==> config.mk <==
export PLATFORM = sky130hd
export DESIGN_NAME = i2bo_top
export DESIGN_NICKNAME = d
export VERILOG_FILES = /design/src/rtl/i2bo_pkg.sv /design/src/rtl/i2bo_top.sv /design/src/rtl/i2bo_cnt_reg.sv
export VERILOG_INCLUDE_DIRS = /design/src /design/src/rtl
export SDC_FILE = /design/constraint.sdc
export NUM_CORES = 1
export LEC_CHECK = 0
export ABC_AREA = 1
export BUFFER_PORTS_ARGS = -buffer_cell sky130_fd_sc_hd__buf_2
export CELL_PAD_IN_SITES_DETAIL_PLACEMENT = 0
export CELL_PAD_IN_SITES_GLOBAL_PLACEMENT = 1
export CORE_MARGIN = 8
export CORE_UTILIZATION = 36
export CTS_CLUSTER_SIZE = 40
export DETAILED_ROUTE_END_ITERATION = 8
export HOLD_SLACK_MARGIN = 0.05
export PLACE_DENSITY = 0.8
export SLEW_MARGIN = 0
export SYNTH_ARGS = -nofsm -noshare
export SYNTH_HDL_FRONTEND = slang
export SYNTH_SLANG_ARGS = --single-unit
==> constraint.sdc <==
create_clock -name CORE_CLK -period 1.3 [get_ports CORE_CLK]
set_input_delay 0.13 -clock CORE_CLK [delete_from_list [all_inputs] [get_ports CORE_CLK]]
set_output_delay 0.13 -clock CORE_CLK [all_outputs]
set_load 0.02 [all_outputs]
==> src/rtl/i2bo_consts.svh <==
// Offsets, field positions, reset values and timing figures of the block
// Assumes inclusion by bare name from the package users
`ifndef I2BO_CONSTS_SVH
`define I2BO_CONSTS_SVH

// ==========================================================================
// Register byte offsets
`define I2BO_OFF_ENABLE    8'h00
`define I2BO_OFF_TARGET    8'h04
`define I2BO_OFF_STATUS    8'h08
`define I2BO_OFF_NACK      8'h0C
`define I2BO_OFF_CNT_BASE  8'h10
`define I2BO_OFF_INT_STAT  8'h28
`define I2BO_OFF_INT_EN    8'h2C
`define I2BO_OFF_INT_CLR   8'h30
`define I2BO_OFF_PARAM     8'h34

// ==========================================================================
// Field positions
`define I2BO_EN_BIT        0
`define I2BO_SLV_ACT_BIT   6
`define I2BO_PARAM_FLAG    7
`define I2BO_EV_PUSH       0
`define I2BO_EV_NACK       1
`define I2BO_EV_TAR_REFUSE 2
`define I2BO_EV_BITS       3

// ==========================================================================
// Reset values and count limits
`define I2BO_TAR_RST       10'h055
`define I2BO_SS_HCNT_DEF   16'h0190
`define I2BO_SS_LCNT_DEF   16'h01D6
`define I2BO_FS_HCNT_DEF   16'h003C
`define I2BO_FS_LCNT_DEF   16'h0082
`define I2BO_HS_HCNT_DEF   16'h0006
`define I2BO_HS_LCNT_DEF   16'h0010
`define I2BO_HCNT_MIN      16'h0006
`define I2BO_LCNT_MIN      16'h0008

// ==========================================================================
// Timing figures in ns
`define I2BO_CORE_PERIOD_NS 10
`define I2BO_STD_PERIOD_NS 500
`define I2BO_FAST_PERIOD_NS 100
`define I2BO_HIGH_PERIOD_NS 10
`define I2BO_SS_HIGH_NS    4000
`define I2BO_SS_LOW_NS     4700
`define I2BO_FS_HIGH_NS    600
`define I2BO_FS_LOW_NS     1300
`define I2BO_HS_HIGH_NS    60
`define I2BO_HS_LOW_400_NS 160
`define I2BO_HS_LOW_100_NS 120

// ==========================================================================
// FIFO geometry
`define I2BO_FIFO_DEPTH    8

`endif

==> src/rtl/i2bo_pkg.sv <==
// Types shared by the build-option block and its count registers
// Assumes the constants header is compiled alongside
package i2bo_pkg;

    typedef enum logic [1:0] {
        SPEED_STD  = 2'b01,
        SPEED_FAST = 2'b10,
        SPEED_HIGH = 2'b11
    } i2bo_speed_t;

    typedef enum logic [1:0] {
        CLK_IDENT = 2'b00,
        CLK_ASYNC = 2'b01,
        CLK_SYNC  = 2'b11
    } i2bo_clk_rel_t;

    typedef struct packed {
        logic [7:0]  addr;
        logic [31:0] wdata;
        logic        wr;
        logic        rd;
    } i2bo_bus_req_t;

    typedef struct packed {
        logic       valid;
        logic       ord_ack;
        logic [7:0] data;
    } i2bo_rx_byte_t;

    typedef struct packed {
        logic [15:0] std_high;
        logic [15:0] std_low;
        logic [15:0] fast_high;
        logic [15:0] fast_low;
        logic [15:0] hs_high;
        logic [15:0] hs_low;
    } i2bo_scl_cnt_t;

endpackage

==> src/rtl/i2bo_top.sv <==
// Build-option register block: SCL counts, target address, data NACK
// control, parameter word and event interrupt for an I2C controller
// Assumes one core clock; slave activity arrives from the link engine
`timescale 1ns/1ps
`include "i2bo_consts.svh"

// What this block does
// Option set to 1, the default, makes interrupt output active high.
// Parameter word bit 7 reads 1 with options, else whole word zero.
// Count registers reset to given counts, else derived from period.
// Hard-coded counts are read-only, else writable; always readable.
// Direct counts imply period 500, 100 or 10 ns by top speed.
// Identical clocks skip synchronisers; other relations synchronise.
// High counts at least 0x0006, low at least 0x0008, 16 bits.
// Standard mode defaults 0x0190 high and 0x01D6 low at 100 MHz.
// Fast mode defaults 0x003C high and 0x0082 low at 100 MHz.
// High-speed defaults 0x006 high and 0x0010 low at 400 pF.
// High-speed builds choose 100 or 400 pF, shaping the derived low count.
// Live update lets target address change during slave transfers.
// NACK control set makes slave NACK, abort and drop each byte.
// NACK control resets to 0; then ordinary acknowledge applies.
// NACK control writes land only if disabled or slave idle.
// FIFO pointer widths are ceil log2 of depth, 1 to 8.
// Counts above the top speed mode are absent.
// Writes to read-only counts complete silently with no change.
module i2bo_top
    import i2bo_pkg::*;
#(
    parameter bit            INTR_POL      = 1'b1,
    parameter bit            ENC_PARAMS    = 1'b1,
    parameter bit            DIRECT_COUNTS = 1'b0,
    parameter bit            HC_COUNTS     = 1'b0,
    parameter int            CORE_PERIOD   = `I2BO_CORE_PERIOD_NS,
    parameter i2bo_speed_t   TOP_SPEED     = SPEED_HIGH,
    parameter i2bo_clk_rel_t CLK_REL       = CLK_ASYNC,
    parameter int            BUS_LOAD_PF   = 400,
    parameter bit            LIVE_TAR      = 1'b0,
    parameter bit            NACK_CTRL_EN  = 1'b1
) (
    input  wire logic          CORE_CLK,
    input  wire logic          SRST,
    input  wire i2bo_bus_req_t BUS_REQ,
    output logic        [31:0] RDATA,
    input  wire logic          SLV_ACT_A,
    input  wire i2bo_rx_byte_t RX_IN,
    output logic               BYTE_ACK,
    output logic               RX_PUSH,
    output logic         [7:0] RX_DATA,
    output logic               XFER_ABORT,
    output logic               CORE_EN,
    output logic         [9:0] TARGET_ADDR,
    output i2bo_scl_cnt_t      SCL_CNT,
    output logic               INTR
);

    // ======================================================================
    // Derived build constants
    localparam int TX_PTR_BITS = $clog2(`I2BO_FIFO_DEPTH);
    localparam int RX_PTR_BITS = $clog2(`I2BO_FIFO_DEPTH);

    // Period the counts stand for
    localparam int EFF_PERIOD = !DIRECT_COUNTS ? CORE_PERIOD :
        (TOP_SPEED == SPEED_STD)  ? `I2BO_STD_PERIOD_NS :
        (TOP_SPEED == SPEED_FAST) ? `I2BO_FAST_PERIOD_NS :
                                    `I2BO_HIGH_PERIOD_NS;

    // Bus load shapes the high-speed low phase
    localparam int HS_LOW_NS = (BUS_LOAD_PF == 100) ?
        `I2BO_HS_LOW_100_NS : `I2BO_HS_LOW_400_NS;

    localparam bit PRES_FAST = (TOP_SPEED != SPEED_STD);
    localparam bit PRES_HS   = (TOP_SPEED == SPEED_HIGH);

    // Least time rounds up, then floor
    function automatic logic [15:0] to_cnt(input int t_ns,
                                           input int p_ns,
                                           input logic [15:0] minv);
        int c;
        c = (t_ns + p_ns - 1) / p_ns;
        if (c > 65535) begin
            c = 65535;
        end
        if (c < int'(minv)) begin
            c = int'(minv);
        end
        return c[15:0];
    endfunction

    localparam logic [15:0] CNT_RST [6] = '{
        DIRECT_COUNTS ? `I2BO_SS_HCNT_DEF :
            to_cnt(`I2BO_SS_HIGH_NS, EFF_PERIOD, `I2BO_HCNT_MIN),
        DIRECT_COUNTS ? `I2BO_SS_LCNT_DEF :
            to_cnt(`I2BO_SS_LOW_NS, EFF_PERIOD, `I2BO_LCNT_MIN),
        DIRECT_COUNTS ? `I2BO_FS_HCNT_DEF :
            to_cnt(`I2BO_FS_HIGH_NS, EFF_PERIOD, `I2BO_HCNT_MIN),
        DIRECT_COUNTS ? `I2BO_FS_LCNT_DEF :
            to_cnt(`I2BO_FS_LOW_NS, EFF_PERIOD, `I2BO_LCNT_MIN),
        DIRECT_COUNTS ? `I2BO_HS_HCNT_DEF :
            to_cnt(`I2BO_HS_HIGH_NS, EFF_PERIOD, `I2BO_HCNT_MIN),
        DIRECT_COUNTS ? `I2BO_HS_LCNT_DEF :
            to_cnt(HS_LOW_NS, EFF_PERIOD, `I2BO_LCNT_MIN)
    };

    localparam logic [15:0] CNT_MIN [6] = '{
        `I2BO_HCNT_MIN, `I2BO_LCNT_MIN, `I2BO_HCNT_MIN,
        `I2BO_LCNT_MIN, `I2BO_HCNT_MIN, `I2BO_LCNT_MIN
    };

    localparam logic [5:0] CNT_PRES = {
        PRES_HS, PRES_HS, PRES_FAST, PRES_FAST, 1'b1, 1'b1
    };

    // Self-description word
    localparam logic [31:0] PARAM_WORD = !ENC_PARAMS ? 32'h00000000 : {
        8'(`I2BO_FIFO_DEPTH - 1), 8'(`I2BO_FIFO_DEPTH - 1),
        4'(RX_PTR_BITS), 4'(TX_PTR_BITS),
        1'b1, DIRECT_COUNTS, NACK_CTRL_EN, LIVE_TAR,
        INTR_POL, HC_COUNTS, TOP_SPEED
    };

    // ======================================================================
    // Slave activity crossing
    logic slv_act;

    generate
        if (CLK_REL == CLK_IDENT) begin : g_direct
            assign slv_act = SLV_ACT_A;
        end else begin : g_sync
            logic s1_q;
            logic s2_q;
            logic s3_q;
            logic act_q;

            always_ff @(posedge CORE_CLK) begin
                if (SRST) begin
                    s1_q  <= 1'b0;
                    s2_q  <= 1'b0;
                    s3_q  <= 1'b0;
                    act_q <= 1'b0;
                end else begin
                    s1_q  <= SLV_ACT_A;
                    s2_q  <= s1_q;
                    s3_q  <= s2_q;
                    act_q <= (s2_q == s3_q) ? s3_q : act_q;
                end
            end

            assign slv_act = act_q;

        end
    endgenerate

    // ======================================================================
    // Register decode
    logic                    enable_q;
    logic              [9:0] tar_q;
    logic                    nack_q;
    logic [`I2BO_EV_BITS-1:0] stat_q;
    logic [`I2BO_EV_BITS-1:0] stat_d;
    logic [`I2BO_EV_BITS-1:0] ien_q;
    logic             [31:0] rdata_q;
    logic             [31:0] rdata_d;
    logic              [5:0][15:0] cnt_val;

    wire logic wr = BUS_REQ.wr;
    wire logic [7:0] adr = BUS_REQ.addr;
    wire logic wr_enable = wr && (adr == `I2BO_OFF_ENABLE);
    wire logic wr_target = wr && (adr == `I2BO_OFF_TARGET);
    wire logic wr_nack   = wr && (adr == `I2BO_OFF_NACK) && NACK_CTRL_EN;
    wire logic wr_ien    = wr && (adr == `I2BO_OFF_INT_EN);
    wire logic wr_iclr   = wr && (adr == `I2BO_OFF_INT_CLR);

    // Target change blocked mid-transfer unless live update
    wire logic tar_ok    = LIVE_TAR || !slv_act;
    wire logic tar_take  = wr_target && tar_ok;
    wire logic tar_deny  = wr_target && !tar_ok;
    // NACK control only moves while disabled or slave idle
    wire logic nack_ok   = !enable_q || !slv_act;
    wire logic nack_take = wr_nack && nack_ok;

    always_ff @(posedge CORE_CLK) begin
        if (SRST) begin
            enable_q <= 1'b0;
            tar_q    <= `I2BO_TAR_RST;
            nack_q   <= 1'b0;
            ien_q    <= '0;
        end else begin
            enable_q <= wr_enable ? BUS_REQ.wdata[`I2BO_EN_BIT] : enable_q;
            tar_q    <= tar_take ? BUS_REQ.wdata[9:0] : tar_q;
            nack_q   <= nack_take ? BUS_REQ.wdata[0] : nack_q;
            ien_q    <= wr_ien ? BUS_REQ.wdata[`I2BO_EV_BITS-1:0] : ien_q;
        end
    end

    // ======================================================================
    // SCL count registers
    genvar gi;
    generate
        for (gi = 0; gi < 6; gi++) begin : g_cnt
            localparam logic [7:0] OFF = 8'(`I2BO_OFF_CNT_BASE + 4 * gi);

            i2bo_cnt_reg #(
                .RST_VAL   (CNT_RST[gi]),
                .MIN_VAL   (CNT_MIN[gi]),
                .PRESENT   (CNT_PRES[gi]),
                .HARDCODED (HC_COUNTS)
            ) u_cnt (
                .clk   (CORE_CLK),
                .srst  (SRST),
                .wr_en (wr && (adr == OFF)),
                .wdata (BUS_REQ.wdata[15:0]),
                .value (cnt_val[gi])
            );
        end
    endgenerate

    assign SCL_CNT = {cnt_val[0], cnt_val[1], cnt_val[2],
                      cnt_val[3], cnt_val[4], cnt_val[5]};

    // ======================================================================
    // Slave receive byte handling
    logic       ack_q;
    logic       push_q;
    logic       abort_q;
    logic [7:0] rxd_q;

    wire logic drop_byte = RX_IN.valid && nack_q;
    wire logic keep_byte = RX_IN.valid && !nack_q && RX_IN.ord_ack;

    always_ff @(posedge CORE_CLK) begin
        if (SRST) begin
            ack_q   <= 1'b0;
            push_q  <= 1'b0;
            abort_q <= 1'b0;
            rxd_q   <= 8'h00;
        end else begin
            ack_q   <= RX_IN.valid ? (!nack_q && RX_IN.ord_ack)
                                   : ack_q;
            push_q  <= keep_byte;
            abort_q <= drop_byte;
            rxd_q   <= keep_byte ? RX_IN.data : rxd_q;
        end
    end

    assign BYTE_ACK   = ack_q;
    assign RX_PUSH    = push_q;
    assign RX_DATA    = rxd_q;
    assign XFER_ABORT = abort_q;

    // ======================================================================
    // Events and interrupt
    wire logic [`I2BO_EV_BITS-1:0] events = {tar_deny, drop_byte, keep_byte};
    wire logic [`I2BO_EV_BITS-1:0] clr_mask =
        wr_iclr ? BUS_REQ.wdata[`I2BO_EV_BITS-1:0] : '0;
    wire logic irq = |(stat_q & ien_q);

    // Set wins over clear
    assign stat_d = (stat_q & ~clr_mask) | events;

    always_ff @(posedge CORE_CLK) begin
        if (SRST) begin
            stat_q <= '0;
        end else begin
            stat_q <= stat_d;
        end
    end

    assign INTR = INTR_POL ? irq : !irq;

    // ======================================================================
    // Read path
    always_comb begin
        rdata_d = 32'h00000000;
        unique case (adr)
            `I2BO_OFF_ENABLE:   rdata_d = {31'h00000000, enable_q};
            `I2BO_OFF_TARGET:   rdata_d = {22'h000000, tar_q};
            `I2BO_OFF_STATUS: begin
                rdata_d[`I2BO_EN_BIT]      = enable_q;
                rdata_d[`I2BO_SLV_ACT_BIT] = slv_act;
            end
            `I2BO_OFF_NACK:     rdata_d = {31'h00000000, nack_q};
            `I2BO_OFF_INT_STAT: rdata_d = 32'(stat_q);
            `I2BO_OFF_INT_EN:   rdata_d = 32'(ien_q);
            `I2BO_OFF_PARAM:    rdata_d = PARAM_WORD;
            default: begin
                for (int k = 0; k < 6; k++) begin
                    if (adr == 8'(`I2BO_OFF_CNT_BASE + 4 * k)) begin
                        rdata_d = {16'h0000, cnt_val[k]};
                    end
                end
            end
        endcase
    end

    always_ff @(posedge CORE_CLK) begin
        if (SRST) begin
            rdata_q <= 32'h00000000;
        end else begin
            rdata_q <= BUS_REQ.rd ? rdata_d : 32'h00000000;
        end
    end

    assign RDATA       = rdata_q;
    assign CORE_EN     = enable_q;
    assign TARGET_ADDR = tar_q;
endmodule

==> src/rtl/i2bo_cnt_reg.sv <==
// One SCL count register with floor, presence and hard-coding options
// Assumes write strobe already decoded by the parent on the same clock
`timescale 1ns/1ps
`include "i2bo_consts.svh"

module i2bo_cnt_reg
    import i2bo_pkg::*;
#(
    parameter logic [15:0] RST_VAL   = 16'h0010,
    parameter logic [15:0] MIN_VAL   = 16'h0008,
    parameter bit          PRESENT   = 1'b1,
    parameter bit          HARDCODED = 1'b0
) (
    input  wire logic        clk,
    input  wire logic        srst,
    input  wire logic        wr_en,
    input  wire logic [15:0] wdata,
    output logic      [15:0] value
);

    logic [15:0] cnt_q;
    logic [15:0] cnt_d;
    wire  logic  below_min;
    wire  logic  take_wr;

    // ======================================================================
    // Update
    assign below_min = (wdata < MIN_VAL);
    assign take_wr   = wr_en && PRESENT && !HARDCODED;
    assign cnt_d     = !take_wr ? cnt_q :
                       below_min ? MIN_VAL : wdata;

    always_ff @(posedge clk) begin
        if (srst) begin
            cnt_q <= PRESENT ? RST_VAL : 16'h0000;
        end else begin
            cnt_q <= cnt_d;
        end
    end

    assign value = cnt_q;
endmodule

After elaboration in Yosys (flattened, before gate mapping). Cells that the tools add are included.

RAM bits: 0. Input port bits: 55. Output and inout port bits: 151. Memory bits (read-only): 0. Register bits after elaboration: 161. Memories kept: 0. Latch bits: 0. Logic and storage cells: 83.

Reduce and logical (&&, ||, !) cells: 29. $add $sub $neg: 0. Equality and inequality tests: 14. Multiply operators: 0. Magnitude comparators: 2. Div/mod/pow operators: 0. Bitwise logic cells: 5. Shift-type cells: 0. Multiplexer cells: 13.

Operators with widths (number): 2-to-1 mux 32 bit (5); one-hot mux 25 bit (3 select lines) (1); equality test 8 x 6 -> 1 bit, second input constant (6); 2-to-1 mux 16 bit (3); equality test 8 x 5 -> 1 bit, second input constant (4); one-hot mux 5 bit (5 select lines) (1); logical AND 1 bit (18); equality test 8 x 4 -> 1 bit, second input constant (2); < comparator 16 x 3 -> 1 bit, second input constant (1); < comparator 16 x 4 -> 1 bit, second input constant (1); OR reduction 5 bit (2); equality test 8 x 3 -> 1 bit, second input constant (1); logical NOT 8 bit (1); bitwise AND 3 bit (2); one-hot mux 1 bit (6 select lines) (1); OR reduction 3 bit (2); OR reduction 2 bit (2); logical NOT 1 bit (3); 2-to-1 mux 3 bit (1); NOT 3 bit (1); bitwise OR 3 bit (1); one-hot mux 1 bit (3 select lines) (1); equality test 1 bit (1); logical OR 1 bit (1); NOT 1 bit (1).

Logic depth before layout (Yosys ltp). Gate-level depths: netlist of run 1.

Word-level depth: 8. Mapped depth: 12. Depth with buffers taken out: 11.

By module. A second synthesis of run 1 with hierarchy kept.

Cells, all modules: 977. Area total of the unflattened synthesis: 6764.0 µm².

By module, submodules not included: i2bo_top (seq. area each 1001.0 µm², cells each 471, area each 2957.8 µm², instances 1); i2bo_cnt_reg (g_cnt[4].u_cnt) (seq. area each 320.3 µm², cells each 88, area each 650.6 µm², instances 1); i2bo_cnt_reg (g_cnt[5].u_cnt) (seq. area each 320.3 µm², cells each 83, area each 650.6 µm², instances 1); i2bo_cnt_reg (g_cnt[1].u_cnt) (seq. area each 320.3 µm², cells each 83, area each 638.1 µm², instances 1); i2bo_cnt_reg (g_cnt[0].u_cnt) (seq. area each 320.3 µm², cells each 84, area each 626.9 µm², instances 1); i2bo_cnt_reg (g_cnt[3].u_cnt) (seq. area each 320.3 µm², cells each 83, area each 620.6 µm², instances 1); i2bo_cnt_reg (g_cnt[2].u_cnt) (seq. area each 320.3 µm², cells each 85, area each 619.3 µm², instances 1).

Worst setup path before layout of run 1. Ideal clock, no wire load.

Path kind: input to register. Start point: input BUS_REQ[41] (netlist name). End point: register g_cnt[5].u_cnt.cnt_q[8]. Slack: 0.157 ns. Stages on the path: 8. Setup time: 0.124 ns. Path buffers: 2. Data required time: 1.176 ns. Arrival: 1.018 ns. Cells stage by stage: nor2_2 -> nand3_2 -> nor2_2 -> inv_2 -> nor2_1 -> buf_4 -> buf_4 -> a21oi_1.

Word-level cells in the longest chain between the ends: 2.

Ends and longest elaborated chain: from (decl) (line i2bo_top.sv:42) `input wire i2bo_bus_req_t BUS_REQ,`; equality test 8 x 6 -> 1 bit (line i2bo_top.sv:210) `.wr_en (wr && (adr == OFF)),`; logical AND 1 bit (line i2bo_top.sv:210); to (signal assigned) (line i2bo_cnt_reg.sv:35) `cnt_q <= PRESENT ? RST_VAL : 16'h0000;`; to (signal assigned) (line i2bo_cnt_reg.sv:37) `cnt_q <= cnt_d;`; to (decl) (line i2bo_cnt_reg.sv:21) `logic [15:0] cnt_q;`.

Every way passes these cells. A chain may end at the register's enable or synchronous reset.

Worst setup path after layout of run 1.
Start point: register ien_q[2]. End point: output INTR.

Word-level cells in the longest chain between the ends: 2.

Ends and longest elaborated chain: from (decl) (line i2bo_top.sv:160) `` logic [`I2BO_EV_BITS-1:0] ien_q; ``; from (signal assigned) (line i2bo_top.sv:191) `` ien_q <= wr_ien ? BUS_REQ.wdata[`I2BO_EV_BITS-1:0] : ien_q; ``; bitwise AND 3 bit (line i2bo_top.sv:255) `wire logic irq = |(stat_q & ien_q);`; OR reduction 3 bit (line i2bo_top.sv:255); to (decl) (line i2bo_top.sv:53) `output logic INTR`.

Every way passes these cells.

==> out/qor.csv, run 1 <==
stage,metric,value,unit
route,drt_iter0_drc,559,
final_layout,fill_cells,1715,
yosys,ys_seq_elements,146,
clock_network,clkSlewWorstSetupHoldPaths,0.06,ns
timing,finalHoldViolCount,0,
route,vias,6424,
power,power.density,1170,mW/mm²
power,power.total,10.0,mW
power,p_switching,2.40,mW
power,ir_worst_vdd,0.000992,V
final_layout,final-seq-area,0.00293,mm²
yosys,synthesis.area,0.00619,mm²
critical_path,worst-r2r-cell-count,5,
critical_path,worstPathCellList,inv_2 > o211ai_1 > buf_4,
route,drc,0,
placement,portBuffers,179,
timing,hold-worst-slack,0.0878,ns
final_layout,area_delta_synth_final,38.3,%
floorplanning,core,0.0171,mm²
floorplanning,rows,48,
outcome,status,completed,
global_route,grt_overflow,0,
route,firstDrtPassIters,5,
clock_network,cts_tree,yes,
route,final_antenna_net_count,0,
placement,postPlaceCellArea,0.00777,mm²
final_layout,multiInputGateArea,0.00265,mm²
yosys,ys_types,29,
timing,period_needed,1.27,ns
yosys,yosysWarnings,0,
final_layout,drive_above_1_share,0.319,
clock_network,cts.path.max_buffers,2,
critical_path,r2r_slack,0.17,ns
critical_path,startpoint_type,flip-flop,
final_layout,nets,1117,
route,wl,22900,µm
final_layout,fin_cells,1300,
final_layout,n_antenna_cell,0,
global_route,antenna_found_initial,0,
timing,fin_crit_sh,0.975,
global_route,grt_pass1_vias,6108,
yosys,yosysSeqAreaShare,0.472,
floorplanning,ios,206,
clock_network,cts_sinks,146,
floorplanning,die-area,0.0216,mm²
critical_path,cp-startpoint,ien_q[2],
final_layout,fin_util,0.502,
timing,timing.fmax,789,MHz
power,p_int,7.64,mW
power,p_seq_frac,0.451,
critical_path,path_max_fanout,2,
critical_path,rr_endpoint,RX_DATA[6],
yosys,synth_area_per_cell,7.61,µm²
global_route,grt_pass1_wl,35000,µm
timing,setup_ws,0.0330,ns
critical_path,endpoint,INTR,
yosys,synth_area_leaders,"dfxtp_1 (47%), a21oi_1 (8.4%), o21ai_0 (8.4%)",
critical_path,worstPathRequired,1.17,ns
timing,finalSetupViolations,0,
timing,tns,0,ns
placement,dp_slack,-0.269,ns
clock_network,cts_max_level,4,
power,power_frac_comb,0.066,
power,p_leak,4.09,nW
floorplanning,die_w,147,µm
run,max-cap-violations,0,
yosys,yosys.area.top_type,dfxtp_1,
route,wire_per_inst,17.6,µm
floorplanning,initial_utilization,0.363,
yosys,postSynthCellCount,813,
timing,rsz0062_at_grt,true,
critical_path,arrival,1.14,ns
min_path,hold_path.class,input pin to flip-flop,
clock_network,cts.root.buffer_cell,clkbuf_16,
final_layout,finish.instance_area,0.00856,mm²
clock_network,numCtsBuffers,17,
global_route,track_usage,0.208,
global_route,grt_max_degree,81,
timing,slew_violations,0,
critical_path,slowest_delay,0.33,ns
yosys,yosys.area.top_type_share,0.472,
placement,dp.cells,1247,
floorplanning,die_y,147,µm
critical_path,reg2reg_from,nack_q,
critical_path,worstSetupPathType,flip-flop to output pin,
critical_path,cp-end-kind,output pin,
placement,gp_congestion,0.883,
power,p_clk_frac,0.483,
critical_path,cp_slowest_cell,dfxtp_2,
timing,clock_skew,0.00772,ns
power,p_sw_frac,0.239,
route,avgViaCountPerCell,4.94,
placement,hpwl,17300,µm
clock_network,clkLatencyLatePin,0.43,ns
[repair_timing]
item | CTS | global route
gates resized for setup | 4 | 10
endpoints found under the hold margin | 17 | 0
pin swaps | 1 | 1
setup endpoints to repair | 1 | 19
buffers inserted | 1 | 5
hold buffers | 15 | 0
[routing by layer]
layer  up-vias  wire length, µm  global-route usage  part of all wire
li1       3201                -                   -                 -
met1      2940            10400               0.275              0.46
met2       255            10400               0.322              0.46
met3        28             1670              0.0541             0.073
met4         0              374              0.0714             0.016
met5         -                0                   0                 0
[cells in the final DEF, fill, tap and decap left out, types with 17 or more instances in the layout]
cell type / netlist / final
a21oi_1: 104 / 104
buf_2: 14 / 177
buf_4: 23 / 76
clkbuf_16: 0 / 17
dfxtp_1: 146 / 142
inv_1: 67 / 63
nand2_1: 114 / 114
nand3_1: 58 / 57
nand4_1: 18 / 18
nor2_1: 67 / 67
o21ai_0: 104 / 102
[cell type report]
cell class              count  area share
repair buffers            279       0.212
clock inverters            11      0.0152
inverters                  80      0.0358
clock buffers              21      0.0526
multi-input cells         538       0.310
flip-flops and latches    146       0.342
well taps                 225      0.0329
[worst min path at each step]
stage                from           to  slack, ns  cells after the start
2_1_floorplan   SLV_ACT_A  g_sync.s1_q       0.24                      2
3_3_place_gp    SLV_ACT_A  g_sync.s1_q       0.35                      3
3_5_place_dp    SLV_ACT_A  g_sync.s1_q       0.35                      3
4_1_cts        BUS_REQ[2]     ien_q[0]       0.08                      3
5_1_grt        BUS_REQ[2]       nack_q       0.10                      3
6_report       BUS_REQ[2]     ien_q[0]       0.09                      3
[state kept, by name (all words and copies together) (netlist names), 3 cells and up]
name               flops
g_cnt.u_cnt.value     96
RDATA                 17
TARGET_ADDR           10
RX_DATA                8
ien_q                  3
stat_q                 3
[power by group through the flow]
stage	Clock (mW)	Sequential [mW]	Combinational [mW]
6_report	4.85	4.53	0.661
3_5_place_dp	0	4.63	0.605
5_1_grt	5.11	4.53	0.709
4_1_cts	4.92	4.53	0.642
3_3_place_gp	0	4.63	0.602
2_1_floorplan	0	4.66	0.287
[critical path: cells and delay by family, from the launching register on]
family / cells / cell delay (ns)
flops: 1 / 0.33
buf+inv: 2 / 0.21
compound gates: 1 / 0.17
[logic make-up (layout without fill, tap and decap cells)]
family | Yosys count | after routing | share of synthesized area
AND/OR/NAND/NOR | 287 | 287 | 0.216
flip-flops | 146 | 146 | 0.472
buffers and inverters | 138 | 391 | 0.105
AO/OA/AOI/OAI | 241 | 241 | 0.206
other | 1 | 10 | 0.000606
[cells in the mapped netlist]
cell type	n
nand2_4	1
nand3_2	2
a211oi_1	3
nand2_2	5
clkbuf_2	1
buf_6	4
o21ai_1	4
a311oi_1	1
conb_1	1
nand2_1	114
clkinv_1	1
nor2_1	67
o21ai_0	104
o211ai_1	14
nand3_1	58
a31oi_1	7
inv_2	12
o2111ai_1	4
a21oi_1	104
buf_1	1
clkbuf_1	15
nor2_4	11
nor3_1	2
inv_1	67
dfxtp_1	146
buf_4	23
nor2_2	9
buf_2	14
nand4_1	18
Power figures use the tool's default switching activity.
==> inputs of run 2 (changes only) <==
- CORE_MARGIN: 8 -> 2
- CORE_UTILIZATION: 36 -> 38
- PLACE_DENSITY: 0.8 -> 0.84
- clock period: 1.3 -> 1.5 ns (I/O delays scaled with it)
==> out/qor.csv, run 2 (same netlist as run 1, synthesis figures left out) <==
stage,metric,value,unit,change
global_route,grt_pass1_vias,5749,,was 6108
route,avgViaCountPerCell,5.09,,was 4.94
power,p_clk_frac,0.481,,was 0.483
power,ir_worst_vdd,0.000785,V,was 0.000992 V
final_layout,layout_common_cells,"buf_2 (179), dfxtp_1 (146), nand2_1 (114)",,"was buf_2 (177), dfxtp_1 (142), nand2_1 (114)"
floorplanning,die-area,0.0173,mm²,was 0.0216 mm²
critical_path,slowest_delay,0.35,ns,was 0.33 ns
timing,finalHoldViolCount,0,,unchanged
route,wl,21200,µm,was 22900 µm
min_path,hold_path.class,input pin to flip-flop,,unchanged
timing,fin_crit_sh,0.891,,
timing,tns,0,ns,unchanged
clock_network,cts_sinks,146,,unchanged
final_layout,fin_cells,1265,,was 1300
power,power_frac_comb,0.064,,was 0.066
run,max-cap-violations,0,,unchanged
clock_network,cts_max_level,4,,unchanged
critical_path,worstPathRequired,1.35,ns,was 1.17 ns
placement,dp.cells,1224,,was 1247
route,firstDrtPassIters,5,,unchanged
power,p_switching,2.01,mW,was 2.40 mW
critical_path,cp_slowest_cell,dfxtp_1,,was dfxtp_2
global_route,grt_max_degree,60,,was 81
route,drc,0,,unchanged
timing,period_needed,1.34,ns,
floorplanning,core,0.0159,mm²,was 0.0171 mm²
critical_path,cp-end-kind,output pin,,unchanged
global_route,grt_overflow,0,,unchanged
final_layout,drive_above_1_share,0.298,,was 0.319
placement,portBuffers,179,,unchanged
floorplanning,die_y,132,µm,was 147 µm
critical_path,path_max_fanout,2,,unchanged
final_layout,fin_util,0.526,,was 0.502
critical_path,crit_family,flip-flops,,unchanged
final_layout,final_common_cell,buf_2,,unchanged
route,vias,6434,,was 6424
critical_path,worstPathCellList,inv_1 > o211ai_1 > buf_2,,was inv_2 > o211ai_1 > buf_4
clock_network,cts_tree,yes,,unchanged
clock_network,cts.root.buffer_cell,clkbuf_16,,unchanged
timing,rsz0062_at_grt,false,,was true
route,drt_iter0_drc,496,,was 559
final_layout,nets,1093,,was 1117
clock_network,cts-resized-gates,0,,was 4
timing,timing.fmax,748,MHz,
final_layout,final-seq-area,0.00292,mm²,was 0.00293 mm²
critical_path,worstSetupPathType,flip-flop to output pin,,unchanged
critical_path,path_buf_inv,2,,unchanged
timing,finalSetupViolations,0,,unchanged
clock_network,clkSlewWorstSetupHoldPaths,0.06,ns,about the same
power,power.total,8.63,mW,was 10.0 mW
power,p_sw_frac,0.233,,was 0.239
floorplanning,rows,46,,was 48
clock_network,numCtsBuffers,17,,unchanged
timing,clock_skew,0.00650,ns,was 0.00772 ns
critical_path,startpoint_type,flip-flop,,unchanged
timing,slew_violations,0,,unchanged
placement,gp_congestion,0.912,,was 0.883
clock_network,cts.path.max_buffers,2,,unchanged
placement,hpwl,15600,µm,was 17300 µm
floorplanning,initial_utilization,0.390,,was 0.363
final_layout,n_antenna_cell,0,,unchanged
final_layout,area_delta_synth_final,34.9,%,was 38.3%
clock_network,holdBufCountCts,11,,was 15
route,final_antenna_net_count,0,,unchanged
clock_network,cts_setup_buffers,0,,was 1
final_layout,multiInputGateArea,0.00265,mm²,about the same
global_route,antenna_found_initial,1,,was 0
power,p_int,6.62,mW,was 7.64 mW
final_layout,fill_cells,1609,,was 1715
power,p_leak,3.99,nW,was 4.09 nW
power,p_seq_frac,0.455,,was 0.451
route,wire_per_inst,16.8,µm,was 17.6 µm
clock_network,clkLatencyLatePin,0.42,ns,was 0.43 ns
final_layout,largest_reg_flops,96,,unchanged
floorplanning,ios,206,,unchanged
floorplanning,die_w,132,µm,was 147 µm
power,power.density,1030,mW/mm²,was 1170 mW/mm²
global_route,grt_pass1_wl,32400,µm,was 35000 µm
global_route,track_usage,0.241,,was 0.208
outcome,status,completed,,unchanged
critical_path,arrival,1.19,ns,was 1.14 ns
run 2: metrics by stage:
step                      hold WS [ns]  cell area (µm²)  setup slack, ns
after CTS                       0.0501             8350            0.128
final                           0.0778             8350            0.164
after global routing            0.0667             8350           0.0536
after detailed placement         0.359             7680          -0.0935
after floorplan                  0.257             6220            0.337
after global placement           0.352             7680          -0.0876
run 2: worst reg2reg max path: stages, from the launching register on:
cell and delay (ns):
dfxtp_1 0.41, inv_1 0.09, nand3_1 0.22, inv_2 0.14, o21ai_0 0.16, a21oi_1 0.05
run 2: worst paths after layout:
| check | startpoint | to | slack [ns] | cells past startpoint |
|---|---|---|---|---|
| worst max register to register | g_sync.act_q | TARGET_ADDR[3] | 0.29 | 5 |
| worst max-delay path | ien_q[2] | INTR | 0.16 | 3 |
| worst min register to register | g_sync.s1_q | g_sync.s2_q | 0.40 | 2 |
| worst min-delay path | BUS_REQ[9] | g_cnt[3].u_cnt.value[7] | 0.08 | 3 |
run 2: routing by layer:
metal | GRT usage | vias to the layer above | routed length, µm
li1 | - | 3145 | -
met1 | 0.342 | 2995 | 10100
met2 | 0.357 | 261 | 9170
met3 | 0.0579 | 31 | 1490
met4 | 0.0809 | 2 | 453
met5 | 0 | - | 11
run 2: cell type report:
class / instances / share of cell area
Tap cell: 216 / 0.0323
Clock inverter: 9 / 0.0129
Multi-Input combinational cell: 538 / 0.317
Inverter: 80 / 0.0359
Sequential cell: 146 / 0.350
Clock buffer: 21 / 0.0551
Timing Repair Buffer: 255 / 0.197
run 2: power by group through the flow:
stage	Sequential (mW)	Clock (mW)	Combinational [mW]
CTS	3.92	4.20	0.542
detailed placement	4.01	0	0.518
global placement	4.01	0	0.516
floorplan	4.04	0	0.249
global route	3.93	4.36	0.590
finish	3.92	4.16	0.552
